**src/cvs_cfg.svh**
```systemverilog
// Constants for the converter voltage-select register bank.
// Assumes inclusion by the bank modules and the bench only.
`ifndef CVS_CFG_SVH
`define CVS_CFG_SVH
`define CVS_ADDR_R4_SLEEP 8'h95
`define CVS_ADDR_R5_NORMAL 8'h96
`define CVS_ADDR_R5_SLEEP 8'h97
`define CVS_ADDR_R6_NORMAL 8'h98
`define CVS_CODE_MSB 7
`define CVS_CODE_LSB 1
`define CVS_DECAY_BIT 0
`define CVS_RST_R4_SLEEP 8'h28
`define CVS_RST_R5_NORMAL 8'h70
`define CVS_RST_R5_SLEEP 8'h70
`define CVS_RST_R6_NORMAL 8'hbe
`define CVS_STEP_FINE_MV 10
`define CVS_STEP_COARSE_MV 25
`define CVS_SLEW_STEP_NS 100
`define CVS_CLK_PERIOD_NS 10
`define CVS_SLEW_CYCLES ((`CVS_SLEW_STEP_NS + `CVS_CLK_PERIOD_NS - 1) / `CVS_CLK_PERIOD_NS)
`endif

```
**src/cvs_pkg.sv**
```systemverilog
// Types shared by the converter voltage-select register bank.
// Assumes the byte-wide register access of the target port.
package cvs_pkg;
   typedef struct packed {
      logic wr_en;
      logic rd_en;
      logic [7:0] addr;
      logic [7:0] wdata;
   } cvs_req_t;
   typedef struct packed {
      logic [6:0] code;
      logic passive_decay;
   } cvs_rail_t;
   typedef enum logic [1:0] {
      CVS_HOLD,
      CVS_SLEW_DOWN,
      CVS_DECAY,
      CVS_RISE
   } cvs_ramp_t;
endpackage

```
**src/cvs_ramp.sv**
```systemverilog
// Per-rail target tracker: steps the active code toward the target, or jumps straight down to it in decay.
// Assumes target and select come from the same clock domain.
`timescale 1ns/1ps
`default_nettype none
`include "cvs_cfg.svh"
module cvs_ramp
   import cvs_pkg::*;
(
   input wire logic clk_sys,
   input wire logic arst_n,
   input wire logic [6:0] target,
   input wire logic passive_decay,
   output logic [6:0] active_code,
   output logic drive_down,
   output logic busy
);
   localparam logic [7:0] STEP_CYC = 8'(`CVS_SLEW_CYCLES);
   cvs_ramp_t state_reg;
   cvs_ramp_t state_next;
   logic [6:0] code_reg;
   logic [7:0] tick_reg;
   wire tick_done = (tick_reg == STEP_CYC - 8'h01);
   wire lower = target < code_reg;
   wire higher = target > code_reg;
   always_comb begin
      case (state_reg)
         CVS_HOLD: begin
            if (lower && !passive_decay) begin
               state_next = CVS_SLEW_DOWN;
            end else if (lower) begin
               state_next = CVS_DECAY;
            end else if (higher) begin
               state_next = CVS_RISE;
            end else begin
               state_next = CVS_HOLD;
            end
         end
         // A change of direction or of the decay bit drops back to hold to decide again.
         CVS_SLEW_DOWN: begin
            state_next = (lower && !passive_decay) ? CVS_SLEW_DOWN : CVS_HOLD;
         end
         CVS_DECAY: begin
            state_next = CVS_HOLD;
         end
         CVS_RISE: begin
            state_next = higher ? CVS_RISE : CVS_HOLD;
         end
         default: state_next = CVS_HOLD;
      endcase
   end
   always_ff @(posedge clk_sys or negedge arst_n) begin
      if (!arst_n) begin
         state_reg <= CVS_HOLD;
         code_reg <= 7'h00;
         tick_reg <= 8'h00;
      end else begin
         state_reg <= state_next;
         tick_reg <= (state_reg == CVS_HOLD || tick_done) ? 8'h00 : tick_reg + 8'h01;
         if (state_reg == CVS_DECAY) begin
            code_reg <= target;
         end else if (state_reg != CVS_HOLD && tick_done) begin
            code_reg <= lower ? code_reg - 7'h01 : (higher ? code_reg + 7'h01 : code_reg);
         end
      end
   end
   assign active_code = code_reg;
   assign drive_down = (state_reg == CVS_SLEW_DOWN);
   assign busy = (state_reg != CVS_HOLD);
   a_decay_no_drive: assert property (@(posedge clk_sys) disable iff (!arst_n)
      (state_reg == CVS_DECAY) |=> !drive_down && code_reg == $past(target))
      else $error("decay did not jump to target");
endmodule
`default_nettype wire

```
**src/cvs_regs.sv**
```systemverilog
// Voltage-select registers for rails four to six of the power manager.
// Assumes a byte access port decoded from the target serial interface.
`timescale 1ns/1ps
`default_nettype none
`include "cvs_cfg.svh"
module cvs_regs
   import cvs_pkg::*;
#(
   parameter logic [7:0] RST_R4_SLEEP = `CVS_RST_R4_SLEEP,
   parameter logic [7:0] RST_R5_NORMAL = `CVS_RST_R5_NORMAL,
   parameter logic [7:0] RST_R5_SLEEP = `CVS_RST_R5_SLEEP,
   parameter logic [7:0] RST_R6_NORMAL = `CVS_RST_R6_NORMAL,
   parameter logic [7:0] RST_R4_NORMAL = `CVS_RST_R4_SLEEP,
   parameter logic [7:0] RST_R6_SLEEP = `CVS_RST_R6_NORMAL
)
(
   input wire logic clk_sys,
   input wire logic arst_n,
   input wire cvs_req_t req,
   output logic [7:0] rdata,
   output logic rvalid,
   input wire logic [2:0] sleep_enable,
   input wire logic [2:0] sleep_pin_n,
   input wire logic [2:0] coarse_range,
   input wire logic [6:0] rail4_normal_code_in,
   input wire logic [6:0] rail6_sleep_code_in,
   output logic [6:0] rail4_target_code,
   output logic [6:0] rail5_target_code,
   output logic [6:0] rail6_target_code,
   output logic [11:0] rail5_target_mv,
   output logic rail5_drive_down,
   output logic rail5_busy
);
   // ----------------------------------------------------------------
   // Pin synchronisers
   // ----------------------------------------------------------------
   logic [2:0] pin_meta_reg;
   logic [2:0] pin_sync_reg;
   always_ff @(posedge clk_sys or negedge arst_n) begin
      if (!arst_n) begin
         pin_meta_reg <= 3'h7;
         pin_sync_reg <= 3'h7;
      end else begin
         pin_meta_reg <= sleep_pin_n;
         pin_sync_reg <= pin_meta_reg;
      end
   end

   // ----------------------------------------------------------------
   // Register file
   // ----------------------------------------------------------------
   // Reset values are the factory image; the device variant picks them by parameter.
   logic [7:0] r4_sleep_reg;
   logic [7:0] r5_normal_reg;
   logic [7:0] r5_sleep_reg;
   logic [7:0] r6_normal_reg;
   wire hit_r4s = req.addr == `CVS_ADDR_R4_SLEEP;
   wire hit_r5n = req.addr == `CVS_ADDR_R5_NORMAL;
   wire hit_r5s = req.addr == `CVS_ADDR_R5_SLEEP;
   wire hit_r6n = req.addr == `CVS_ADDR_R6_NORMAL;
   // Sleep registers keep bit 0 at its factory value whatever is written.
   wire [7:0] wr_sleep4 = {req.wdata[7:1], RST_R4_SLEEP[0]};
   wire [7:0] wr_sleep5 = {req.wdata[7:1], RST_R5_SLEEP[0]};
   always_ff @(posedge clk_sys or negedge arst_n) begin
      if (!arst_n) begin
         r4_sleep_reg <= RST_R4_SLEEP;
         r5_normal_reg <= RST_R5_NORMAL;
         r5_sleep_reg <= RST_R5_SLEEP;
         r6_normal_reg <= RST_R6_NORMAL;
      end else if (req.wr_en) begin
         if (hit_r4s) begin
            r4_sleep_reg <= wr_sleep4;
         end
         if (hit_r5n) begin
            r5_normal_reg <= req.wdata;
         end
         if (hit_r5s) begin
            r5_sleep_reg <= wr_sleep5;
         end
         if (hit_r6n) begin
            r6_normal_reg <= req.wdata;
         end
      end
   end

   // ----------------------------------------------------------------
   // Read port
   // ----------------------------------------------------------------
   // Unmapped addresses in this bank read as zero.
   wire [7:0] rd_mux = hit_r4s ? r4_sleep_reg :
                       hit_r5n ? r5_normal_reg :
                       hit_r5s ? r5_sleep_reg :
                       hit_r6n ? r6_normal_reg : 8'h00;
   always_ff @(posedge clk_sys or negedge arst_n) begin
      if (!arst_n) begin
         rdata <= 8'h00;
         rvalid <= 1'b0;
      end else begin
         rvalid <= req.rd_en;
         rdata <= req.rd_en ? rd_mux : rdata;
      end
   end

   // ----------------------------------------------------------------
   // Code selection
   // ----------------------------------------------------------------
   function automatic logic [6:0] code_of(input logic [7:0] r);
      code_of = r[`CVS_CODE_MSB:`CVS_CODE_LSB];
   endfunction
   function automatic logic [11:0] code_mv(input logic [6:0] c, input logic coarse);
      code_mv = coarse ? 12'(c * `CVS_STEP_COARSE_MV) : 12'(c * `CVS_STEP_FINE_MV);
   endfunction
   wire [2:0] use_sleep = sleep_enable & ~pin_sync_reg;
   wire [6:0] sel4 = use_sleep[0] ? code_of(r4_sleep_reg) : rail4_normal_code_in;
   wire [6:0] sel5 = use_sleep[1] ? code_of(r5_sleep_reg) : code_of(r5_normal_reg);
   wire [6:0] sel6 = use_sleep[2] ? rail6_sleep_code_in : code_of(r6_normal_reg);
   wire [6:0] r5_active;
   wire r5_down;
   wire r5_busy;
   cvs_ramp u_ramp5 (
      .clk_sys(clk_sys),
      .arst_n(arst_n),
      .target(sel5),
      .passive_decay(r5_normal_reg[`CVS_DECAY_BIT]),
      .active_code(r5_active),
      .drive_down(r5_down),
      .busy(r5_busy)
   );
   always_ff @(posedge clk_sys or negedge arst_n) begin
      if (!arst_n) begin
         rail4_target_code <= 7'h00;
         rail5_target_code <= 7'h00;
         rail6_target_code <= 7'h00;
         rail5_target_mv <= 12'h000;
         rail5_drive_down <= 1'b0;
         rail5_busy <= 1'b0;
      end else begin
         rail4_target_code <= sel4;
         rail5_target_code <= r5_active;
         rail6_target_code <= sel6;
         rail5_target_mv <= code_mv(r5_active, coarse_range[1]);
         rail5_drive_down <= r5_down;
         rail5_busy <= r5_busy;
      end
   end

   // ----------------------------------------------------------------
   // Checks
   // ----------------------------------------------------------------
   a_sleep_bit_zero: assert property (@(posedge clk_sys) disable iff (!arst_n)
      r4_sleep_reg[0] == RST_R4_SLEEP[0] && r5_sleep_reg[0] == RST_R5_SLEEP[0])
      else $error("sleep bit 0 changed");
   a_r5n_write: assert property (@(posedge clk_sys) disable iff (!arst_n)
      req.wr_en && hit_r5n |=> r5_normal_reg == $past(req.wdata))
      else $error("rail5 normal write lost");
   a_r5s_write: assert property (@(posedge clk_sys) disable iff (!arst_n)
      req.wr_en && hit_r5s |=> r5_sleep_reg[7:1] == $past(req.wdata[7:1]))
      else $error("rail5 sleep write lost");
   a_r6n_write: assert property (@(posedge clk_sys) disable iff (!arst_n)
      req.wr_en && hit_r6n |=> r6_normal_reg == $past(req.wdata))
      else $error("rail6 normal write lost");
   a_r4s_write: assert property (@(posedge clk_sys) disable iff (!arst_n)
      req.wr_en && hit_r4s |=> r4_sleep_reg[7:1] == $past(req.wdata[7:1]))
      else $error("rail4 sleep write lost");
   a_sleep_select: assert property (@(posedge clk_sys) disable iff (!arst_n)
      use_sleep[0] |=> rail4_target_code == $past(code_of(r4_sleep_reg)))
      else $error("rail4 sleep code not used");
   a_normal_select: assert property (@(posedge clk_sys) disable iff (!arst_n)
      !use_sleep[1] && !r5_busy && sel5 == r5_active |=> rail5_target_code == $past(sel5))
      else $error("rail5 code not tracked");
   a_read_return: assert property (@(posedge clk_sys) disable iff (!arst_n)
      req.rd_en |=> rvalid && rdata == $past(rd_mux))
      else $error("read data wrong");
   a_active_slew: assert property (@(posedge clk_sys) disable iff (!arst_n)
      r5_down |-> !r5_normal_reg[`CVS_DECAY_BIT] || $past(r5_down))
      else $error("slew without decay clear");
endmodule
`default_nettype wire

```
**config.mk**
```make
export PLATFORM = sky130hd
export DESIGN_NAME = cvs_regs
export DESIGN_NICKNAME = d
export VERILOG_FILES = /design/src/cvs_pkg.sv /design/src/cvs_ramp.sv /design/src/cvs_regs.sv
export VERILOG_INCLUDE_DIRS = /design/src
export SDC_FILE = /design/constraint.sdc
export NUM_CORES = 1
export LEC_CHECK = 0
export BUFFER_PORTS_ARGS = -buffer_cell sky130_fd_sc_hd__buf_2
export CAP_MARGIN = 20
export CORE_ASPECT_RATIO = 1.1
export CORE_UTILIZATION = 30
export DETAILED_ROUTE_END_ITERATION = 12
export SLEW_MARGIN = 15
export SYNTH_ARGS = -nofsm -noshare
export SYNTH_HDL_FRONTEND = slang
export SYNTH_HIERARCHICAL = 1
export SYNTH_SLANG_ARGS = --single-unit
export TNS_END_PERCENT = 100
```
**constraint.sdc**
```tcl
create_clock -name clk_sys -period 4 [get_ports clk_sys]
set_input_delay 0.2 -clock clk_sys [delete_from_list [all_inputs] [get_ports clk_sys]]
set_output_delay 0.2 -clock clk_sys [all_outputs]
set_load 0.05 [all_outputs]
```
# Word level (Yosys, flattened, before mapping)
# Cells that the tools add are included.
[totals]
register_bits = 97
in_bits = 43
out_inout_bits = 44
word_cells = 65
[op_classes]
add_sub_neg = 3
multipliers = 2
magnitude_cmp = 2
n_eq_ne = 8
n_mux = 18
bitwise = 2
reduce_logical = 13
[op_table]
columns = ["op", "count"]
rows = [
  ["two-way mux 7 bit", 7],
  ["two-way mux 8 bit", 5],
  ["equality test 8 bit (second input constant)", 4],
  ["multiplier 7 x 5 -> 12 bit (second input constant)", 1],
  ["two-way mux 12 bit", 1],
  ["multiplier 7 x 3 -> 10 bit (second input constant)", 1],
  ["AND reduction 2 bit", 5],
  ["adder 8 x 1 -> 8 bit (second input constant)", 1],
  ["equality test 8 x 4 -> 1 bit (second input constant)", 1],
  ["case mux 2 bit (4 select lines)", 1],
  ["adder 7 x 1 -> 7 bit (second input constant)", 1],
  ["> comparator 7 bit", 1],
  ["< comparator 7 bit", 1],
  ["subtractor 7 x 1 -> 7 bit (second input constant)", 1],
  ["two-way mux 2 bit", 3],
  ["equality test 2 bit (second input constant)", 2],
  ["nonzero test 2 bit", 2],
  ["bitwise AND 3 bit", 1],
  ["inverter 3 bit", 1],
  ["nonzero test 3 bit", 1],
  ["equality test 2 x 1 -> 1 bit (second input constant)", 1],
  ["logical AND 1 bit", 2],
  ["zero test 2 bit", 1],
  ["zero test 1 bit", 1],
  ["2 further kinds", 2],
]

# Depth between registers and ports, before layout
[depth]
depth_word = 8
depth_mapped = 16
ltp_nobuf = 15

# By module
# The synthesis kept the hierarchy.
[by_module_without_submodules]
columns = ["mod", "n_inst", "cells_each", "area_each_um2", "seq_area_each_um2"]
rows = [
  ["cvs_regs", 1, 301, 3983.8, 2026.9],
  ["cvs_ramp", 1, 138, 1255.0, 425.4],
]

# Worst setup path after synthesis
# Ideal clock, no wire load.
[synth_timing]
kind = "register -> register"
startpoint = "register pin_sync_reg[1]"
endpoint = "register u_ramp5.code_reg[6], in the netlist u_ramp5/active_code[6]"
setup_time_ns = 0.122
arrival_time_ns = 3.345
required_time_ns = 3.878
slack_ns = 0.533
stages_incl_launch_ff = 16
path_buffers = 1
synth_period_minus_slack_ns = 3.467
path_cell_list = "dfstp_2 nor2b_1 clkbuf_1 mux2_2 ha_1 a21oi_1 nand2_1 a21oi_1 inv_1 fa_1 nor2b_1 o31a_1 o22ai_1 xnor2_1 mux2i_1 nand2_1"
[synth_between]
elab_chain_len = 7
elab_cells_between_ends = 10
classes_between = "order compare: 2; mux: 4; bitwise: 2; reduce/logical: 2"
[synth_rtl]
columns = ["item", "line_no", "rtl"]
rows = [
  ["from (decl)", "cvs_regs.sv:38", "logic [2:0] pin_sync_reg;"],
  ["from (signal assigned)", "cvs_regs.sv:45", "pin_sync_reg <= pin_meta_reg;"],
  ["inverter 3 bit *", "cvs_regs.sv:113", "wire [2:0] use_sleep = sleep_enable & ~pin_sync_reg;"],
  ["bitwise AND 3 bit *", "cvs_regs.sv:113", ""],
  ["two-way mux 7 bit *", "cvs_regs.sv:115", "wire [6:0] sel5 = use_sleep[1] ? code_of(r5_sleep_reg) : code_of(r5_normal_reg);"],
  ["named net sel5[2]", "cvs_regs.sv:115", ""],
  ["< comparator 7 bit", "cvs_ramp.sv:23", "wire lower = target < code_reg;"],
  ["two-way mux 7 bit", "cvs_ramp.sv:62", "code_reg <= lower ? code_reg - 7'h01 : (higher ? code_reg + 7'h01 : code_reg);"],
  ["two-way mux 7 bit", "cvs_ramp.sv:61", "end else if (state_reg != CVS_HOLD && tick_done) begin"],
  ["two-way mux 7 bit", "cvs_ramp.sv:59", "if (state_reg == CVS_DECAY) begin"],
  ["to (signal assigned)", "cvs_ramp.sv:60", "code_reg <= target;"],
  ["to (signal assigned)", "cvs_ramp.sv:62", ""],
  ["to (decl)", "cvs_ramp.sv:20", "logic [6:0] code_reg;"],
]
# The timed path passes the listed nets; every way through them passes the cells marked *. The select of a mux whose other input is x is not followed.
# A chain may end at the register's enable or synchronous reset.

# Final worst setup path
# Ends and elaborated chain as after synthesis.

==> summary.json <==
{
  "rsz0062_at_grt": {"value": "no"},
  "worst_skew_pair.late_latency": {"value": 0.35, "unit": "ns"},
  "yosys.cell_count.top_type": {"value": "sky130_fd_sc_hd__dfrtp_1"},
  "largest_register_ff_count": {"value": 12},
  "post_route_cells_drive_above_1_share": {"value": 36.6, "unit": "%"},
  "ant_nets": {"value": 0},
  "detail_route.wl_per_cell": {"value": 14.2, "unit": "um"},
  "numPortBuffers": {"value": 84},
  "drt-pass1-iter-count": {"value": 4},
  "ys_top_cells_by_count": {"value": "sky130_fd_sc_hd__dfrtp_1, sky130_fd_sc_hd__mux2_2, sky130_fd_sc_hd__ha_1"},
  "yosysTopAreaCell": {"value": "sky130_fd_sc_hd__dfrtp_1"},
  "htree_num_levels": {"value": 3},
  "async_flop_share": {"value": 100, "unit": "%"},
  "timing.max_cap.violations": {"value": 0},
  "worst_slew_pin_slew": {"value": 0.957, "unit": "ns"},
  "worst_path_dominant_cell_family": {"value": "compound AO/OA/AOI/OAI gates"},
  "min-delay-path-class": {"value": "in2reg"},
  "worstPathMaxFanout": {"value": 7},
  "path_buf_inv": {"value": 2},
  "yosysUniqueCellTypes": {"value": 54},
  "skew": {"value": 0.00883, "unit": "ns"},
  "slew_headroom": {"value": 36.1, "unit": "%"},
  "synthFlopType": {"value": "sky130_fd_sc_hd__dfrtp_1"},
  "cts_root_buf": {"value": "sky130_fd_sc_hd__clkbuf_16"},
  "cts_buf_count": {"value": 9},
  "clk_path_buf_depth": {"value": 2},
  "yosysWarningCount": {"value": 6},
  "end_kind": {"value": "flop"},
  "grt_use_met3": {"value": 3.30, "unit": "%"},
  "synth_fp_nets": {"value": 536},
  "floorplan.core_area": {"value": 17100, "unit": "um2"},
  "globalRouteTotalUtil": {"value": 12.8, "unit": "%"},
  "fin_hold_ws": {"value": 0.0715, "unit": "ns"},
  "gp_routability_congestion": {"value": 0.780},
  "final-instance-count-excl-fill": {"value": 769},
  "synth.avg_cell_area": {"value": 11.9, "unit": "um2"},
  "leakagePower": {"value": 2.99, "unit": "nW"},
  "worst_endpoint_required_time": {"value": 4.24, "unit": "ns"},
  "drtIter0Drc": {"value": 139},
  "timing_worst_setup_path_type": {"value": "reg2reg"},
  "nNetsFinal": {"value": 627},
  "postSynthCellCount": {"value": 439},
  "run_status": {"value": "finished clean"},
  "critical_path_arrival": {"value": 3.81, "unit": "ns"},
  "crit_path_cell_trace": {"value": "nor2b_1 > buf_4 > mux2_2 > ha_1 > a21oi_1 > nand2_1 > a21oi_1 > buf_4 > ha_1 > nor2b_1 > o31a_1 > o22ai_1 > xnor2_1 > mux2i_1 > nand2_1"},
  "clkSinkCount": {"value": 97},
  "cp_slowest_stage_delay": {"value": 0.37, "unit": "ns"},
  "final_min_period_over_clock_period": {"value": 89.3, "unit": "%"},
  "route.detailed.drc": {"value": 0},
  "number_of_global_route_vias_before_repair": {"value": 3584},
  "ys_ff_latch": {"value": 97},
  "finish_stage_setup_viols": {"value": 0},
  "timing.setup.tns": {"value": 0, "unit": "ns"},
  "antenna_found_initial": {"value": 0},
  "max_clock_freq": {"value": 280, "unit": "MHz"},
  "post_cts.repair.setup_buffers": {"value": 0},
  "syn-cell-area": {"value": 5240, "unit": "um2"},
  "synth-edff-count": {"value": 0},
  "hold_viol": {"value": 0},
  "ios": {"value": 87},
  "place_hpwl": {"value": 8180, "unit": "um"},
  "worstSetupStartpointType": {"value": "flop"},
  "tritoncts": {"value": "yes"},
  "gr-max-usage-layer": {"value": "met2"},
  "overflow": {"value": 0},
  "final.min_clock_period": {"value": 3.57, "unit": "ns"},
  "die_w": {"value": 128, "unit": "um"},
  "detail_route.vias_per_cell": {"value": 4.71},
  "gr-usage-met1": {"value": 15.7, "unit": "%"},
  "clkSlewWorstSetupHoldPaths": {"value": 0.07, "unit": "ns"},
  "ys_top_cells_by_area": {"value": "sky130_fd_sc_hd__dfrtp_1, sky130_fd_sc_hd__mux2_2, sky130_fd_sc_hd__ha_1"},
  "grt_start_max_net_pins": {"value": 67},
  "floorplan.rows": {"value": 50},
  "synth_seq_area_share": {"value": 46.8, "unit": "%"},
  "flow.area_growth_from_synthesis": {"value": 19.6, "unit": "%"},
  "wire_length_of_the_first_global_routing_pass": {"value": 18000, "unit": "um"},
  "critical_path.slowest_cell": {"value": "sky130_fd_sc_hd__mux2_2"},
  "worst_ir_drop_vdd": {"value": 344, "unit": "uV"},
  "initial_core_util": {"value": 30.7, "unit": "%"},
  "antenna_cells": {"value": 0},
  "routed-via-count": {"value": 3623},
  "die_y": {"value": 141, "unit": "um"},
  "die-area": {"value": 18000, "unit": "um2"},
  "grt.met2_usage": {"value": 21.7, "unit": "%"},
  "wl": {"value": 10900, "unit": "um"},
  "p_per_area": {"value": 747, "unit": "nW/um2"},
  "registers.top_by_ff_count": {"value": "rail5_target_mv"},
  "synth_largest_type_area_fraction": {"value": 36.8, "unit": "%"},
  "timing.final.max_slew_violations": {"value": 0},
  "placedCellCount": {"value": 749}
}
==> path summary, 6_finish.rpt <==
check	cells past startpoint	slack, ns	end	start
setup / recovery	15	0.43	u_ramp5/active_code[6]	pin_sync_reg[1]
hold / removal	2	0.07	rail4_target_code[0]	rail4_normal_code_in[0]
setup reg to reg	15	0.43	u_ramp5/active_code[6]	pin_sync_reg[1]
hold reg to reg	0	0.36	pin_sync_reg[0]	pin_meta_reg[0]
max in group asynchronous	3	2.55	r5_sleep_reg[4]	arst_n
min in group asynchronous	2	0.49	r4_sleep_reg[2]	arst_n
==> routing by layer <==
metal | vias to the layer above | wire (um)
met3 | 15 | 426
li1 | 1741 | -
met5 | - | 0
met4 | 0 | 187
met2 | 75 | 5420
met1 | 1792 | 4860
==> layout by cell type, fill, tap and decap left out, types with 4 or more instances in the layout <==
master / netlist / layout
sky130_fd_sc_hd__dlygate4sd3_1: 0 / 4
sky130_fd_sc_hd__a22oi_1: 8 / 8
sky130_fd_sc_hd__buf_2: 2 / 83
sky130_fd_sc_hd__nand3_1: 6 / 6
sky130_fd_sc_hd__nor2_1: 21 / 21
sky130_fd_sc_hd__mux2i_1: 12 / 12
sky130_fd_sc_hd__ha_1: 50 / 50
sky130_fd_sc_hd__inv_1: 23 / 23
sky130_fd_sc_hd__dfstp_2: 20 / 20
sky130_fd_sc_hd__and3_1: 4 / 4
sky130_fd_sc_hd__o21ai_0: 16 / 16
sky130_fd_sc_hd__clkbuf_16: 0 / 9
sky130_fd_sc_hd__nor2b_1: 7 / 7
sky130_fd_sc_hd__nand2_1: 26 / 26
sky130_fd_sc_hd__o22ai_1: 4 / 4
sky130_fd_sc_hd__mux2_2: 56 / 56
sky130_fd_sc_hd__fa_1: 4 / 4
sky130_fd_sc_hd__xor2_1: 9 / 9
sky130_fd_sc_hd__a21oi_1: 18 / 18
sky130_fd_sc_hd__buf_4: 1 / 5
sky130_fd_sc_hd__o2bb2ai_1: 7 / 7
sky130_fd_sc_hd__xnor2_1: 10 / 10
sky130_fd_sc_hd__dfrtp_1: 77 / 77
==> what timing repair did <==
action                     4_1_cts  5_1_grt
hold buffers                     4        0
setup endpoints to repair        0        0
hold endpoints to repair        55        0
resized for setup                0        0
==> through the flow <==
stage / setup slack, ns / area (um2) / total power [mW] / util (%)
global placement: 0.577 / 5920 / 3.73 / 34.7
global route: 0.158 / 6260 / 5.08 / 36.7
finish: 0.427 / 6260 / 4.68 / 36.7
CTS: 0.422 / 6260 / 4.76 / 36.7
floorplan: 0.533 / 5240 / 3.26 / -
detailed placement: 0.461 / 5920 / 3.83 / 34.7
==> layout make-up <==
class                           count  area [um2]
Fill cell                        1708       10800
Multi-Input combinational cell    307        2630
Sequential cell                    97        2450
Timing Repair Buffer               92         493
Tap cell                          234         293
Clock buffer                       10         229
Inverter                           23        86.3
Clock inverter                      6        76.3
==> cells by family (layout without fill, tap and decap cells) <==
group	count (synthesis)	in the layout	synth area share (%)
flops	97	97	46.8
simple gates	91	91	9.82
compound gates	75	75	9.48
mux	68	68	14.3
fa+ha+maj	54	54	13.5
buf+inv	35	131	2.91
xor+xnor	19	19	3.18
==> where the power goes <==
group / internal, mW / switching [mW] / leakage (nW)
Combinational: 1.01 / 1.41 / 1.66
Sequential: 1.19 / 0.186 / 1.18
Clock: 0.496 / 0.394 / 0.150
Total: 2.69 / 1.99 / 2.99
Note: power is estimated with default switching activity, not from simulation.
